### src/osw_regs.svh
/*
  Constants of the eight-channel serial load switch: command word fields,
  frame length checking and the open-load fault filter time.
  Assumes inclusion by bare name from the package and the top module.
*/
`ifndef OSW_REGS_SVH
`define OSW_REGS_SVH

`define OSW_NCH 8
`define OSW_WORD_W 16
`define OSW_ON_LSB 0
`define OSW_OLEN_LSB 8
`define OSW_CMD_RST 16'h0000
`define OSW_STAT_ZERO 8'h00
`define OSW_CLKS_RST 5'h00
`define OSW_TMR_W 16
`define OSW_TMR_RST 16'h0000
`define OSW_SYNC_W 32
`define OSW_SYNC_INIT 32'h0000_0002
`define OSW_FILT_US 100
`define OSW_CLK_MHZ 200
`define OSW_FILT_CYC (`OSW_FILT_US * `OSW_CLK_MHZ)

`endif

### src/osw_pkg.sv
/*
  Types of the serial load switch: filter states and the state records of
  the top module and of one output channel.
  Assumes osw_regs.svh is on the include path.
*/
`include "osw_regs.svh"

package osw_pkg;

  typedef enum logic [1:0] {
    OSW_FL_IDLE = 2'b00,
    OSW_FL_WAIT = 2'b01,
    OSW_FL_DONE = 2'b10
  } osw_filt_e;

  typedef struct packed {
    logic [`OSW_WORD_W-1:0] shreg;
    logic [4:0] clks;
    logic [`OSW_WORD_W-1:0] cmd;
    logic dout;
    logic sclk_d;
    logic csn_d;
    osw_filt_e filt;
    logic [`OSW_TMR_W-1:0] tmr;
  } osw_top_s;

  typedef struct packed {
    logic ol_flag;
    logic drive;
  } osw_chan_s;

endpackage

### src/osw_chan_if.sv
/*
  Interface between the frame logic and one output channel.
  Assumes one instance per channel, driven on the single module clock.
*/
`timescale 1ns/1ps

interface osw_chan_if;
  logic cmd_on;
  logic ol_en;
  logic force_off;
  logic thermal_limit_event;
  logic ocur;
  logic cmp_low;
  logic eval;
  logic rd_clr;
  logic drive;
  logic fault;

  modport top (
    output cmd_on, ol_en, force_off, thermal_limit_event, ocur, cmp_low, eval, rd_clr,
    input drive, fault
  );
  modport chan (
    input cmd_on, ol_en, force_off, thermal_limit_event, ocur, cmp_low, eval, rd_clr,
    output drive, fault
  );
endinterface

### src/osw_top.sv
/*
  Frame logic of an eight-channel serial load switch: serial shift register
  with echo, pulse-count frame check, command latch, fault filter timer and
  supply shutdowns, with one channel module per output.
  Assumes serial clock, chip select, data and all fault indications come
  from outside the i_mclk domain; serial clock idles low, data is taken on
  its rising edge and the serial output changes on its falling edge.
*/
`timescale 1ns/1ps
`include "osw_regs.svh"

////////////////////////////////////////////////////////////////////////////////

module osw_top
  import osw_pkg::*;
#(
  parameter int unsigned FILT_CYC = `OSW_FILT_CYC
) (
  input wire logic i_mclk,
  input wire logic i_rst,
  input wire logic i_sclk,
  input wire logic i_cs_n,
  input wire logic i_di,
  output logic o_do,
  output logic o_do_oe,
  input wire logic i_en,
  input wire logic i_vdd_ok,
  input wire logic i_vdd_uv,
  input wire logic i_load_supply_uv,
  input wire logic i_load_supply_ov,
  input wire logic [`OSW_NCH-1:0] i_thermal_limit_event,
  input wire logic [`OSW_NCH-1:0] i_overcurrent,
  input wire logic [`OSW_NCH-1:0] i_offstate_below_thr,
  output logic [`OSW_NCH-1:0] o_out_on,
  output logic [`OSW_NCH-1:0] o_ol_src_en
);

  //////////////////////////////////////////////////////////////////////////////
  // Input synchronisation

  localparam logic [`OSW_TMR_W-1:0] FILT_LAST = `OSW_TMR_W'(FILT_CYC - 1);

  logic [`OSW_SYNC_W-1:0] sy;
  logic sclk_s, csn_s, di_s, en_s, vddok_s, vdduv_s, pwruv_s, ov_s;
  logic [`OSW_NCH-1:0] thermal_s, ocur_s, cmp_s;

  osw_sync #(
    .W(`OSW_SYNC_W),
    .INIT(`OSW_SYNC_INIT)
  ) u_sync (
    .i_mclk(i_mclk),
    .i_rst(i_rst),
    .i_async({i_offstate_below_thr, i_overcurrent, i_thermal_limit_event,
              i_load_supply_ov, i_load_supply_uv, i_vdd_uv, i_vdd_ok, i_en,
              i_di, i_cs_n, i_sclk}),
    .o_sync(sy)
  );

  assign {cmp_s, ocur_s, thermal_s, ov_s, pwruv_s, vdduv_s, vddok_s, en_s,
          di_s, csn_s, sclk_s} = sy;

  // Sleep and undervoltage hold the logic in reset; release is a fresh start
  logic logic_rst;
  assign logic_rst = i_rst | ~en_s | ~vddok_s | vdduv_s | pwruv_s;

  //////////////////////////////////////////////////////////////////////////////
  // Frame logic

  osw_top_s st_q, st_d;
  logic cs_fall, cs_rise, sck_rise, sck_fall, frame_ok, rd_clr, eval;
  logic [`OSW_NCH-1:0] drive_v, fault_v;

  assign cs_fall = st_q.csn_d & ~csn_s;
  assign cs_rise = ~st_q.csn_d & csn_s;
  assign sck_rise = ~st_q.sclk_d & sclk_s & ~csn_s;
  assign sck_fall = st_q.sclk_d & ~sclk_s & ~csn_s;
  // Count saturates at 16 and then only tracks the remainder modulo 8
  assign frame_ok = st_q.clks[4] && (st_q.clks[2:0] == 3'h0);
  assign eval = (st_q.filt == OSW_FL_DONE);

  always_comb begin
    st_d = st_q;
    rd_clr = 1'b0;
    st_d.sclk_d = sclk_s;
    st_d.csn_d = csn_s;
    if (cs_fall) begin
      st_d.shreg = {`OSW_STAT_ZERO, fault_v};
      st_d.dout = 1'b0;
      st_d.clks = `OSW_CLKS_RST;
      rd_clr = 1'b1;
    end else if (sck_rise) begin
      st_d.shreg = {st_q.shreg[`OSW_WORD_W-2:0], di_s};
      if (st_q.clks[4]) begin
        st_d.clks = {2'b10, st_q.clks[2:0] + 3'h1};
      end else begin
        st_d.clks = st_q.clks + 5'h01;
      end
    end else if (sck_fall) begin
      st_d.dout = st_q.shreg[`OSW_WORD_W-1];
    end
    if (cs_rise) begin
      if (frame_ok) begin
        st_d.cmd = st_q.shreg;
      end
      st_d.filt = OSW_FL_WAIT;
      st_d.tmr = `OSW_TMR_RST;
    end else begin
      unique case (st_q.filt)
        OSW_FL_IDLE: begin
          st_d.tmr = `OSW_TMR_RST;
        end
        OSW_FL_WAIT: begin
          st_d.tmr = st_q.tmr + `OSW_TMR_W'(1);
          if (st_q.tmr == FILT_LAST) begin
            st_d.filt = OSW_FL_DONE;
          end
        end
        OSW_FL_DONE: begin
          st_d.tmr = st_q.tmr;
        end
        default: begin
          st_d.filt = OSW_FL_IDLE;
        end
      endcase
    end
  end

  always_ff @(posedge i_mclk) begin
    if (logic_rst) begin
      st_q <= '0;
      st_q.csn_d <= 1'b1;
      st_q.cmd <= `OSW_CMD_RST;
    end else begin
      st_q <= st_d;
    end
  end

  //////////////////////////////////////////////////////////////////////////////
  // Output channels

  for (genvar g = 0; g < `OSW_NCH; g++) begin : g_ch
    osw_chan_if cif();
    assign cif.cmd_on = st_q.cmd[`OSW_ON_LSB + g];
    assign cif.ol_en = st_q.cmd[`OSW_OLEN_LSB + g];
    assign cif.force_off = ov_s;
    assign cif.thermal_limit_event = thermal_s[g];
    assign cif.ocur = ocur_s[g];
    assign cif.cmp_low = cmp_s[g];
    assign cif.eval = eval;
    assign cif.rd_clr = rd_clr;
    assign drive_v[g] = cif.drive;
    assign fault_v[g] = cif.fault;
    osw_chan u_chan (
      .i_mclk(i_mclk),
      .i_rst(logic_rst),
      .ch(cif.chan)
    );
  end

  assign o_out_on = drive_v;
  assign o_ol_src_en = st_q.cmd[`OSW_OLEN_LSB +: `OSW_NCH];
  assign o_do = st_q.dout;
  // Released while deselected so several devices can share the return line
  assign o_do_oe = ~st_q.csn_d;
endmodule // osw_top

### src/osw_sync.sv
/*
  Three-stage input synchroniser with agreement filter.
  Assumes inputs arrive from outside the module clock domain.
*/
`timescale 1ns/1ps

module osw_sync #(
  parameter int W = 1,
  parameter logic [W-1:0] INIT = '0
) (
  input wire logic i_mclk,
  input wire logic i_rst,
  input wire logic [W-1:0] i_async,
  output logic [W-1:0] o_sync
);
  typedef struct packed {
    logic [W-1:0] s1;
    logic [W-1:0] s2;
    logic [W-1:0] s3;
    logic [W-1:0] val;
  } osw_sync_s;

  osw_sync_s st_q, st_d;

  // Stage one feeds stage two only; the filter looks at stages two and three
  always_comb begin
    st_d = st_q;
    st_d.s1 = i_async;
    st_d.s2 = st_q.s1;
    st_d.s3 = st_q.s2;
    for (int b = 0; b < W; b++) begin
      if (st_q.s2[b] == st_q.s3[b]) begin
        st_d.val[b] = st_q.s3[b];
      end
    end
  end

  always_ff @(posedge i_mclk) begin
    if (i_rst) begin
      st_q <= {INIT, INIT, INIT, INIT};
    end else begin
      st_q <= st_d;
    end
  end

  assign o_sync = st_q.val;
endmodule // osw_sync

### src/osw_chan.sv
/*
  One output channel: drive gating and open-load fault latch.
  Assumes all inputs are already synchronous to i_mclk.
*/
`timescale 1ns/1ps

module osw_chan
  import osw_pkg::*;
(
  input wire logic i_mclk,
  input wire logic i_rst,
  osw_chan_if.chan ch
);
  osw_chan_s st_q, st_d;

  always_comb begin
    st_d = st_q;
    st_d.drive = ch.cmd_on & ~ch.thermal_limit_event & ~ch.force_off;
    if (ch.rd_clr) begin
      st_d.ol_flag = 1'b0;
    end
    // Set beats the read clear so a fault in the read cycle survives
    if (ch.eval && !ch.cmd_on && ch.ol_en && ch.cmp_low) begin
      st_d.ol_flag = 1'b1;
    end
  end

  always_ff @(posedge i_mclk) begin
    if (i_rst) begin
      st_q <= '0;
    end else begin
      st_q <= st_d;
    end
  end

  assign ch.drive = st_q.drive;
  assign ch.fault = st_q.ol_flag | ch.thermal_limit_event | ch.ocur;
endmodule // osw_chan

### config.mk
export PLATFORM = sky130hd
export DESIGN_NAME = osw_top
export DESIGN_NICKNAME = d
export VERILOG_FILES = /design/src/osw_pkg.sv /design/src/osw_chan_if.sv /design/src/osw_top.sv /design/src/osw_sync.sv /design/src/osw_chan.sv
export VERILOG_INCLUDE_DIRS = /design/src
export SDC_FILE = /design/constraint.sdc
export NUM_CORES = 1
export LEC_CHECK = 0
export BUFFER_PORTS_ARGS = -buffer_cell sky130_fd_sc_hd__buf_2
export CAP_MARGIN = 30
export CORE_UTILIZATION = 30
export DETAILED_ROUTE_END_ITERATION = 10
export SLEW_MARGIN = 5
export SYNTH_ARGS = -nofsm -noshare
export SYNTH_HDL_FRONTEND = slang
export SYNTH_SLANG_ARGS = --single-unit
### constraint.sdc
create_clock -name i_mclk -period 2.15 [get_ports i_mclk]
set_clock_uncertainty 0.2 [all_clocks]
set_input_delay 0.3225 -clock i_mclk [delete_from_list [all_inputs] [get_ports i_mclk]]
set_output_delay 0.3225 -clock i_mclk [all_outputs]
set_load 0.02 [all_outputs]
# After elaboration in Yosys (flattened, before gate mapping)
# Cells that the tools add are included.
word_totals:
  input_bits: 34
  latch_bits: 0
  regBits: 202
  word_cells: 230
  n_memories: 0
  output_inout_bits: 18
  ramBits: 0
  romBits: 0
classes:
  div: 0
  bitwise: 59
  n_lt_le_gt_ge: 0
  add_sub_neg: 3
  n_eq_ne: 38
  n_reduce_logical: 52
  multipliers: 0
  n_mux: 17
  n_shift: 0
op_table:
  columns: ["op", "count"]
  rows:
  - ["equality test 1 bit", 32]
  - ["case mux 16 bit (2 select lines)", 1]
  - ["two-way mux 13 bit", 2]
  - ["logical AND 1 bit", 25]
  - ["bitwise AND 1 bit", 22]
  - ["bitwise OR 1 bit", 20]
  - ["nonzero test 2 bit", 10]
  - ["two-way mux 17 bit", 1]
  - ["NOT 1 bit", 17]
  - ["adder 16 x 1 -> 16 bit, second input constant", 1]
  - ["equality test 16 x 15 -> 1 bit, second input constant", 1]
  - ["two-way mux 1 bit", 10]
  - ["logical NOT 1 bit", 8]
  - ["AND reduction 2 bit", 4]
  - ["OR reduction 2 bit", 3]
  - ["adder 5 x 1 -> 5 bit, second input constant", 1]
  - ["two-way mux 5 bit", 1]
  - ["case mux 2 bit (2 select lines)", 1]
  - ["adder 3 x 1 -> 3 bit, second input constant", 1]
  - ["logical NOT 3 bit", 1]
  - ["!= test 3 bit, second input constant", 1]
  - ["equality test 2 x 1 -> 1 bit, second input constant", 1]
  - ["equality test 2 bit, second input constant", 1]
  - ["logical NOT 2 bit", 1]
  - ["3 further kinds", 3]

# Longest topological paths before layout
# Gate-level depths: netlist of the first run.
logic_depth:
  depth_word: 6
  depth_mapped: 8
  mapped_depth_nobuf: 6

# By module
# From an unflattened synthesis of the first run, not the netlist that was laid out.
unflattened:
  hier_cells: 719
  area_unflattened_um2: 7011.7
modules_own_cells:
  columns: ["mod", "cells_each", "area_per_inst_um2", "seq_area_each_um2", "n_inst"]
  rows:
  - ["osw_sync", 366, 3922.5, 2562.5, 1]
  - ["osw_top", 297, 2488.6, 1161.1, 1]
  - ["osw_chan", 7, 75.1, 40.0, 8]

# Worst setup path after synthesis of the first run
# Ideal clock, no wire load.
synth_timing:
  kind: "register to register"
  startpoint: "register u_sync.st_q, in the netlist u_sync.o_sync[1]"
  endpoint: "register st_q[40] (netlist bit)"
  t_required_ns: 1.830
  stages_incl_launch_ff: 7
  setup_time_ns: 0.120
  path_buffers: 3
  period_less_slack_ns: 1.787
  path_slack_ns: 0.363
  t_arrival_ns: 1.467
  cell_sequence: "dfxtp_1 -> buf_2 -> or3b_2 -> clkbuf_1 -> clkbuf_1 -> nand3_1 -> o31ai_1"
synth_via:
  elab_chain_len: 3
  elab_cells_between_ends: 4
  classes_between: "bitwise: 3; reduce/logical: 1"
synth_lines:
  columns: ["element", "line_no", "text"]
  rows:
  - ["from (decl)", "osw_sync.sv:23", "osw_sync_s st_q, st_d;"]
  - ["from (signal assigned)", "osw_sync.sv:40", "st_q <= {INIT, INIT, INIT, INIT};"]
  - ["from (signal assigned)", "osw_sync.sv:42", "st_q <= st_d;"]
  - ["NOT 1 bit (*)", "osw_top.sv:73, osw_top.sv:75", null]
  - ["bitwise AND 1 bit", "osw_top.sv:73", "assign cs_fall = st_q.csn_d & ~csn_s;"]
  - ["OR reduction 2 bit (no source line)", null, null]
  - ["to (signal assigned)", "osw_top.sv:134", "st_q <= st_d;"]
  - ["to (decl)", "osw_top.sv:69", "osw_top_s st_q, st_d;"]
# Every way passes the cells marked *; elsewhere a longest branch is shown, timed or not.
# A chain may end at the register's enable or synchronous reset.

# Final worst setup path of the first run
layout_timing:
  startpoint: "register st_q[0] (netlist bit)"
  endpoint: "register st_q[16] (netlist bit)"
layout_via:
  elab_chain_len: 3
layout_lines:
  columns: ["element", "line_no", "text"]
  rows:
  - ["equality test 16 x 15 -> 1 bit", "osw_top.sv:114", "if (st_q.tmr == FILT_LAST) begin"]
  - ["!= test 3 bit (no source line)", null, null]
  - ["AND reduction 2 bit (no source line)", null, null]
# Every way passes these cells.

==> results of run 1 <==
state kept, by name, indices dropped and copies added (netlist names):
signal	cells
u_sync.st_q	32
o_ol_src_en	8
u_sync.st_d	64
st_q	41
g_ch.cif.cmd_on	8
u_sync.o_sync	32
g_ch.u_chan.ch.drive	8
o_do	1
g_ch.u_chan.st_q	8
cell usage after synthesis, types with 2 or more instances:
cell	instances	share of area, %
a21o_1	2	0.22
nand3_1	15	1.1
ha_1	3	0.55
o21ai_0	37	2.7
buf_1	2	0.11
or3_1	6	0.55
clkbuf_1	30	1.7
nand4_1	3	0.28
inv_1	6	0.33
buf_4	16	1.8
o21a_1	2	0.22
xor2_1	2	0.26
nor3_1	5	0.37
a21oi_1	69	5.1
nand2_1	115	6.4
a31oi_1	8	0.74
dfxtp_1	202	60
or2_2	4	0.37
and2_1	2	0.18
mux2i_1	2	0.30
or4_1	3	0.33
nor3b_1	2	0.22
o31ai_1	17	1.9
nor4_1	6	0.55
buf_2	3	0.22
nor4b_1	8	1.0
nor2b_1	97	8.9
xnor2_1	4	0.52
nand2b_1	4	0.37
nor2_1	19	1.1
worst max path at each step:
stage | slack [ns] | depth (start not counted) | end | startpoint
after floorplan | 0.36 | 6 | st_q[40] | u_sync.o_sync[1]
after global placement | 0.20 | 4 | st_q[48] | u_sync.o_sync[6]
after detailed placement | 0.15 | 4 | st_q[46] | u_sync.o_sync[6]
after CTS | 0.14 | 4 | st_q[46] | u_sync.o_sync[6]
after global routing | 0.06 | 5 | st_q[16] | st_q[0]
final | 0.19 | 5 | st_q[16] | st_q[0]
report_power, final:
group	internal (uW)	leakage (uW)	switching, uW
registers	3820	0.00164	26.3
clock network	2240	0.000346	1390
logic	104	0.000980	63.3
total	6160	0.00297	1480
stage by stage:
| step | hold slack, ns | instances | power, uW | setup slack, ns | utilization, % |
|---|---|---|---|---|---|
| floorplan | 0.189 | 709 | 4000 | 0.363 | - |
| global route | 0.244 | 1074 | 7940 | 0.0554 | 37.7 |
| CTS | 0.220 | 1074 | 7740 | 0.144 | 37.7 |
| finish | 0.216 | 1074 | 7640 | 0.189 | 37.7 |
| global placement | 0.194 | 1005 | 4050 | 0.200 | 33.0 |
| detailed placement | 0.207 | 1005 | 4050 | 0.146 | 33.0 |
cell families after synthesis:
group                      count (synthesis)  synth area share, %
AOI/OAI and AO/OA                        140                 11.5
xor gates and xnor gates                   6                0.775
adders and majority gates                  3                0.554
buffers and inverters                     57                 4.10
DFF                                      202                 59.6
muxes                                      2                0.295
and+or+nand+nor                          299                 23.2
repair_timing:
item | 4_1_cts | 5_1_grt
gates resized for setup | 0 | 2
endpoints found under the hold margin | 35 | 0
setup endpoints to repair | 0 | 4
hold buffers | 33 | 0
area by class of cell:
type	instances	area share (%)
multi-input combinational	450	29.7
clock buffer	30	7.45
clock inverter	6	1.04
inverter	6	0.271
sequential	202	48.7
timing repair buffer	100	8.67
tap	280	4.21
worst reg2reg max path, stage by stage, from the launching register on:
cell,delay (ns)
dfxtp_1,0.40
ha_1,0.21
nand4_1,0.32
nor4_1,0.49
a21o_1,0.16
a21oi_1,0.06
per-layer routing:
layer  global-route usage [%]  up-vias
li1                         -     2502
met1                     16.4     2160
met2                     17.5       88
met3                     1.93       21
met4                     4.03        0
met5                        0        -
==> summary.md, run 1 <==
| Metric | Value |
|---|---|
| Status | finished, violations left |
| Failing checks | design-rule violations |
| DR top layer | met4 |
| Commonest non-fill, non-tap cell in the layout | dfxtp_1 |
| R2r endpoint | st_q[16] |
| Hold Crit Start | u_sync.st_d[65] |
| Final wirelength | 13200 um |
| Hold path endpoint | u_sync.st_d[33] |
| Worst-path cell chain | ha_1 -> nand4_1 -> nor4_1 -> a21o_1 -> a21oi_1 |
| Met2 WL post-DR | 5590 um |
| Die Wd | 152 um |
| Slowest-stage cell, CP | nor4_1 |
| Worst-case reg-to-reg path depth | 5 |
| Worst IR drop on VDD | 0.000593 V |
| Max cap viols | 0 |
| CORE AREA | 22000 sq um |
| N_diodes | 0 |
| Syn nets | 746 |
| Grt ovf | 0 |
| Pwr Density | 919 nW/um^2 |
| I/O pin cnt | 52 |
| Die H | 152 um |
| Final Cell Area | 8310 sq um |
| CTS root buf | clkbuf_16 |
| Clk Latency, worst-skew pair | 0.49 ns |
| Synth Instances | 709 |
| Reg2reg setup slack | 0.19 ns |
| Synth Flop Type | dfxtp_1 |
| Effective utilization at floorplan | 30.8% |
| CP Class | reg2reg |
| Ratio of cells with drive above 1 in the final layout | 13.9% |
| Final setup fails | 0 |
| Number of synthesized flops with an enable pin | 0 |
| First-pass GRT wire length | 22100 um |
| Final HPWL DP | 8570 um |
| WP buf/inv | 0 |
| Fillers | 2175 |
| Fmax | 0.510 GHz |
| Hold Path Stages | 1 |
| Gpl congestion | 0.788 |
| Critical Path End Type | register |
| Postcts setup bufs | 0 |
| Tcrit/Tclk final | 91.2% |
| R2R Path Start | st_q[0] |
| Post-Syn Area per Cell | 9.56 sq um |
| Min-delay worst type | reg2reg |
| Final net count | 818 |
| Vias in the first global route | 4423 |
| Yosys cell types | 45 |
| Antenna Nets Post-Route | 0 |
| Worst EP required | 2.30 ns |
| Leakage | 0.00297 uW |
| Least-Margin Pin Slew | 0.739 ns |
| Final Slew Violations | 0 |
| Crit path DAT | 2.11 ns |
| All-Layer GR Usage | 11.5% |
| Worst-path clk slew | 0.06 ns |
| CTS sink count | 202 |
| Cell Rows | 54 |
| Slowest cell delay on critical path | 0.49 ns |
| Area of the multi-input gates | 2470 sq um |
| DRC violations left | 5 |
| Drt pass-1 iters | 8 |
| Unrepaired setup endpoints after global routing | false |
| Initial drt markers | 208 |
| Via density | 4.44 |
| Placed Area | 7270 sq um |
| Clock Tree Buf Depth | 3 |
| Seq/Total Area, Yosys | 59.6% |
| Post-Synthesis Cell Area | 6780 sq um |
| Initial antenna violation count | 0 |
| TritonCTS clock tree | built |
| Yosys Warn Count | 0 |
| Setup tns final | 0 ns |
| Die area | 23200 sq um |
| Slew HR | 50.6% |
| Area growth syn-to-layout | 22.6% |
| Family with the most delay on the worst path | simple AND/OR/NAND/NOR gates |
| Register area | 4040 sq um |
| Final Hold Fails | 0 |
| TritonCTS buffer count | 21 |
| H-tree depth | 1 |
| Post-synth ARST share | 0% |
| Worst Path Max Fanout | 7 |
| Number of port buffers | 51 |
| Via Count | 4771 |
| DR WL met3 | 589 um |
| Critical path launch point type | register |
| Pin count of the biggest net entering global routing | 127 |
| Commonest cells after routing, fill and taps aside | dfxtp_1, nand2_1, nor2b_1 |
| Met1 wire length | 6700 um |
| Synth Register Bits | 202 |
| Wire length per cell | 12.2 um |
| Crit path time final | 1.96 ns |
No activity file was read; power rests on OpenSTA's default activity.
==> inputs of run 2 (changes only) <==
Settings changed: BUFFER_PORTS_ARGS -buffer_cell sky130_fd_sc_hd__buf_2 to -buffer_cell sky130_fd_sc_hd__buf_4.
==> run 2 against run 1 <==
Against the previous run: total power rose by 0.40%; critical endpoint is now st_q[12]; hold slack improved by 0.0046 ns; register-to-register slack improved by 0.02 ns; routed wire length rose by 1.3%; sequential power barely moved; count of clock-buffer cells in the layout rose by 1; via count rose by 1.4%; the run still ends with design-rule violations left; clock power barely moved.
==> summary.md, run 2 (synthesis gave the netlist of run 1 again) <==
| Metric | Value |
|---|---|
| Ratio of cells with drive above 1 in the final layout | 14.0% (+0.16 points) |
| Slew HR | 56.4% (+5.8 points) |
| Failing checks | design-rule violations |
| Final net count | 820 (+0.24%) |
| Grt ovf | 0 (unchanged) |
| Final wirelength | 13300 um (+1.3%) |
| Worst-path clk slew | 0.06 ns (about the same) |
| Pin count of the biggest net entering global routing | 121 (-4.7%) |
| Setup tns final | 0 ns (unchanged) |
| Tcrit/Tclk final | 90.2% (-0.99 points) |
| Initial antenna violation count | 0 (unchanged) |
| Post_cts resized | 0 (unchanged) |
| Status | finished, violations left |
| Worst EP required | 2.32 ns (+0.02 ns) |
| Unrepaired setup endpoints after global routing | false |
| First-pass GRT wire length | 22400 um (+1.1%) |
| Number of port buffers | 51 (unchanged) |
| H-tree depth | 1 (unchanged) |
| CTS sink count | 202 (unchanged) |
| Fmax | 0.515 GHz (+1.1%) |
| Via Count | 4838 (+1.4%) |
| CORE AREA | 22000 sq um (unchanged) |
| Gpl congestion | 0.815 (+3.5%) |
| Crit path DAT | 2.11 ns (about the same) |
| Worst Path Max Fanout | 7 (unchanged) |
| Antenna Nets Post-Route | 0 (unchanged) |
| Max cap viols | 0 (unchanged) |
| Critical Path Start | st_q[0] |
| Cell Rows | 54 (unchanged) |
| Wire length per cell | 12.3 um (+0.79%) |
| N_diodes | 0 (unchanged) |
| Critical path launch point type | register |
| Leakage | 0.00301 uW (+1.3%) |
| Worst IR drop on VDD | 0.000496 V (-16%) |
| R2R Path Start | st_q[0] |
| Die H | 152 um (unchanged) |
| Least-Margin Pin Slew | 0.654 ns (-0.0849 ns) |
| Pwr Density | 907 nW/um^2 (-1.3%) |
| CP Class | reg2reg |
| Initial drt markers | 238 (+14%) |
| Hold Crit Start | u_sync.st_d[65] |
| Via density | 4.48 (+0.93%) |
| Clk Latency, worst-skew pair | 0.50 ns (about the same) |
| TritonCTS clock tree | built |
| Commonest cells after routing, fill and taps aside | dfxtp_1, nand2_1, nor2b_1 |
| Final Hold Fails | 0 (unchanged) |
| DRC violations left | 4 (-1) |
| Effective utilization at floorplan | 30.8% (unchanged) |
| CTS root buf | clkbuf_16 |
| All-Layer GR Usage | 11.6% (+0.13 points) |
| Critical Path End Type | register |
| Vias in the first global route | 4530 (+2.4%) |
| Final setup fails | 0 (unchanged) |
| Die area | 23200 sq um (unchanged) |
| I/O pin cnt | 52 (unchanged) |
| Clock Tree Buf Depth | 3 (unchanged) |
| Area growth syn-to-layout | 24.7% |
| PnR worst setup slack | 0.210 ns (+0.0212 ns) |
| Crit path time final | 1.94 ns (-0.0212 ns) |
| Min-delay worst type | reg2reg |
| Pre-CTS WS | 0.210 ns (+0.0638 ns) |
| Die Wd | 152 um (unchanged) |
| Max FFs per register | 64 (unchanged) |
| Final HPWL DP | 8620 um (+0.55%) |
| Final Slew Violations | 0 (unchanged) |
| Drt pass-1 iters | 7 (-1) |
| Commonest non-fill, non-tap cell in the layout | dfxtp_1 |
| TritonCTS buffer count | 22 (+4.8%) |
==> run 2: critical path, cell delays in order (launching register included) <==
cell,delay [ns]
dfxtp_1,0.40
ha_1,0.20
nand4_1,0.26
nor4_1,0.44
mux2i_1,0.23
a21oi_1,0.08
==> run 2: timing repair <==
item	4_1_cts	5_1_grt
hold buffers	33	0
endpoints found under the hold margin	38	0
setup buffers	0	0
==> run 2: final timing paths <==
path	endpoint	slack (ns)	cells past startpoint
worst max-delay path	st_q[12]	0.21	5
worst min-delay path	u_sync.st_d[33]	0.22	1
worst max register to register	st_q[12]	0.21	5
worst min register to register	u_sync.st_d[33]	0.22	1
==> run 2: cell type report <==
class	count	area, sq um
Clock buffer	31	636
Timing Repair Buffer	101	866
Sequential cell	202	4040
Tap cell	280	350
Fill cell	2226	13600
Inverter	6	22.5
Clock inverter	9	76.3
Multi-Input combinational cell	450	2460
==> run 2: per-stage QoR <==
| step | total power (uW) | cells | util, % | hold slack, ns | cell area [sq um] |
|---|---|---|---|---|---|
| after floorplan | 4000 | 709 | - | 0.189 | 6780 |
| after detailed placement | 4070 | 1006 | 33.7 | 0.210 | 7410 |
| after global placement | 4070 | 1006 | 33.7 | 0.206 | 7410 |
| after CTS | 7780 | 1079 | 38.4 | 0.224 | 8450 |
| after global routing | 7970 | 1079 | 38.4 | 0.231 | 8450 |
| final | 7670 | 1079 | 38.4 | 0.221 | 8450 |
==> run 2: per-layer routing <==
| metal | GRT usage, % | routed length [um] |
|---|---|---|
| met2 | 18.5 | 5900 |
| met3 | 2.25 | 660 |
| met5 | 0 | 0 |
| met4 | 3.74 | 243 |
| met1 | 15.8 | 6510 |
==> run 2: where the power goes <==
part | switching [uW] | internal, uW | total, uW
Clock | 1450 | 2190 | 3640
Sequential | 26.6 | 3820 | 3840
Combinational | 66.1 | 120 | 186
Total | 1540 | 6120 | 7670
==> inputs of run 3 (changes only) <==
Settings changed: RECOVER_POWER set to 50.
==> run 3 against run 2 <==
Against the previous run: cell count unchanged; critical path depth unchanged; register-to-register slack about the same; die area unchanged; the run still ends with design-rule violations left; utilization decreased by 0.21 points; via count increased by 0.10%; critical path type unchanged; sequential power about the same; hold slack about the same.
==> summary.md, run 3 (synthesis gave the netlist of run 1 again) <==
| Metric | Value |
|---|---|
| N_diodes | 0 (unchanged) |
| First-pass GRT wire length | 22400 um (unchanged) |
| TritonCTS buffer count | 22 (unchanged) |
| Fillers | 2231 (+0.22%) |
| Effective utilization at floorplan | 30.8% (unchanged) |
| Initial drt markers | 238 (unchanged) |
| Worst IR drop on VDD | 0.000496 V (about the same) |
| Final wirelength | 13400 um (+0.34%) |
| Worst EP required | 2.32 ns (about the same) |
| Gpl congestion | 0.815 (unchanged) |
| Status | finished, violations left |
| Min-delay worst type | reg2reg |
| Cell Rows | 54 (unchanged) |
| Final core utilization | 38.2% (-0.21 points) |
| Commonest cells after routing, fill and taps aside | dfxtp_1, nand2_1, nor2b_1 |
| Slew HR | 45.1% (-11 points) |
| Fmax | 0.514 GHz (-0.35%) |
| Pin count of the biggest net entering global routing | 121 (unchanged) |
| Slowest cell delay on critical path | 0.44 ns (about the same) |
| Initial antenna violation count | 0 (unchanged) |
| Pre-CTS WS | 0.210 ns (unchanged) |
| Drt pass-1 iters | 7 (unchanged) |
| Final HPWL DP | 8620 um (unchanged) |
| CP Class | reg2reg |
| PnR worst setup slack | 0.203 ns (-0.00685 ns) |
| Via density | 4.49 (+0.10%) |
| Ratio of cells with drive above 1 in the final layout | 12.8% (-1.3 points) |
| Slowest-stage cell, CP | nor4_1 |
| Leakage | 0.00296 uW (-1.5%) |
| Setup tns final | 0 ns (unchanged) |
| Vias in the first global route | 4530 (unchanged) |
| Final setup fails | 0 (unchanged) |
| Hold Crit Start | u_sync.st_d[65] |
| Critical path launch point type | register |
| TritonCTS clock tree | built |
| Family with the most delay on the worst path | simple AND/OR/NAND/NOR gates |
| CORE AREA | 22000 sq um (unchanged) |
| Worst Path Max Fanout | 7 (unchanged) |
| Final net count | 820 (unchanged) |
| Area growth syn-to-layout | 24.0% |
| Clk Latency, worst-skew pair | 0.50 ns (about the same) |
| Max FFs per register | 64 (unchanged) |
| Crit path DAT | 2.12 ns (about the same) |
| Max cap viols | 0 (unchanged) |
| Commonest non-fill, non-tap cell in the layout | dfxtp_1 |
| Reg2reg setup slack | 0.20 ns (about the same) |
| Wire length per cell | 12.4 um (+0.34%) |
| Die area | 23200 sq um (unchanged) |
| Critical Path End Type | register |
| Critical Path Start | st_q[0] |
| Antenna Nets Post-Route | 0 (unchanged) |
| Final Hold Fails | 0 (unchanged) |
| Final Slew Violations | 0 (unchanged) |
| Grt ovf | 0 (unchanged) |
| Clock Tree Buf Depth | 3 (unchanged) |
| Die Wd | 152 um (unchanged) |
| Least-Margin Pin Slew | 0.824 ns (+0.170 ns) |
| Die H | 152 um (unchanged) |
| Unrepaired setup endpoints after global routing | false |
| Worst-path clk slew | 0.06 ns (about the same) |
| WP buf/inv | 0 (unchanged) |
| DRC violations left | 4 (unchanged) |
| I/O pin cnt | 52 (unchanged) |
| Number of port buffers | 51 (unchanged) |
| Via Count | 4843 (+0.10%) |
| Failing checks | design-rule violations |
| Postcts setup bufs | 0 (unchanged) |
| Worst-path cell chain | ha_1 -> nand4_1 -> nor4_1 -> mux2i_1 -> a21oi_1 |
| Pwr Density | 912 nW/um^2 (+0.57%) |
| CTS sink count | 202 (unchanged) |
| Crit path time final | 1.95 ns (+0.00685 ns) |
| Tcrit/Tclk final | 90.5% (+0.32 points) |
| CTS root buf | clkbuf_16 |
| H-tree depth | 1 (unchanged) |
| R2R Path Start | st_q[0] |
| All-Layer GR Usage | 11.6% (unchanged) |
run 3: changes by cell type in the layout (fill, tap and decap cells not counted):
cell,before,now
buf_4,66,56
buf_12,2,1
buf_6,0,1
clkbuf_1,5,15
run 3: per-layer routing:
metal | global-route usage (%) | routed length [um]
met5 | 0 | 0
met4 | 3.74 | 243
met3 | 2.25 | 638
met2 | 18.5 | 5930
met1 | 15.8 | 6550
run 3: report_power, final:
part / internal [uW] / switching (uW)
combinational: 118 / 65.8
sequential: 3820 / 26.6
clock: 2190 / 1450
run 3: per-stage QoR:
step | hold WS [ns] | instance area [sq um] | total power, uW | std cells
floorplan | 0.189 | 6780 | 4000 | 709
global placement | 0.206 | 7410 | 4070 | 1006
detailed placement | 0.210 | 7410 | 4070 | 1006
CTS | 0.224 | 8450 | 7780 | 1079
global route | 0.231 | 8410 | 7970 | 1079
finish | 0.220 | 8410 | 7670 | 1079
run 3: layout make-up:
cell class / count / area [sq um] / area share [%]
clock buffer: 31 / 636 / 7.56
tap: 280 / 350 / 4.17
inverter: 6 / 22.5 / 0.268
multi-input combinational: 450 / 2460 / 29.3
timing repair buffer: 101 / 820 / 9.75
sequential: 202 / 4040 / 48.1
clock inverter: 9 / 76.3 / 0.908
run 3: final timing paths:
path	end	depth (start not counted)
hold / removal	u_sync.st_d[33]	1
hold reg to reg	u_sync.st_d[33]	1
setup / recovery	st_q[12]	5
setup reg to reg	st_q[12]	5
run 3: repair_timing:
| item | 4_1_cts | 5_1_grt |
|---|---|---|
| resized for setup | 0 | 0 |
| setup endpoints to repair | 0 | 0 |
| hold endpoints to repair | 38 | 0 |
| hold buffers | 33 | 0 |
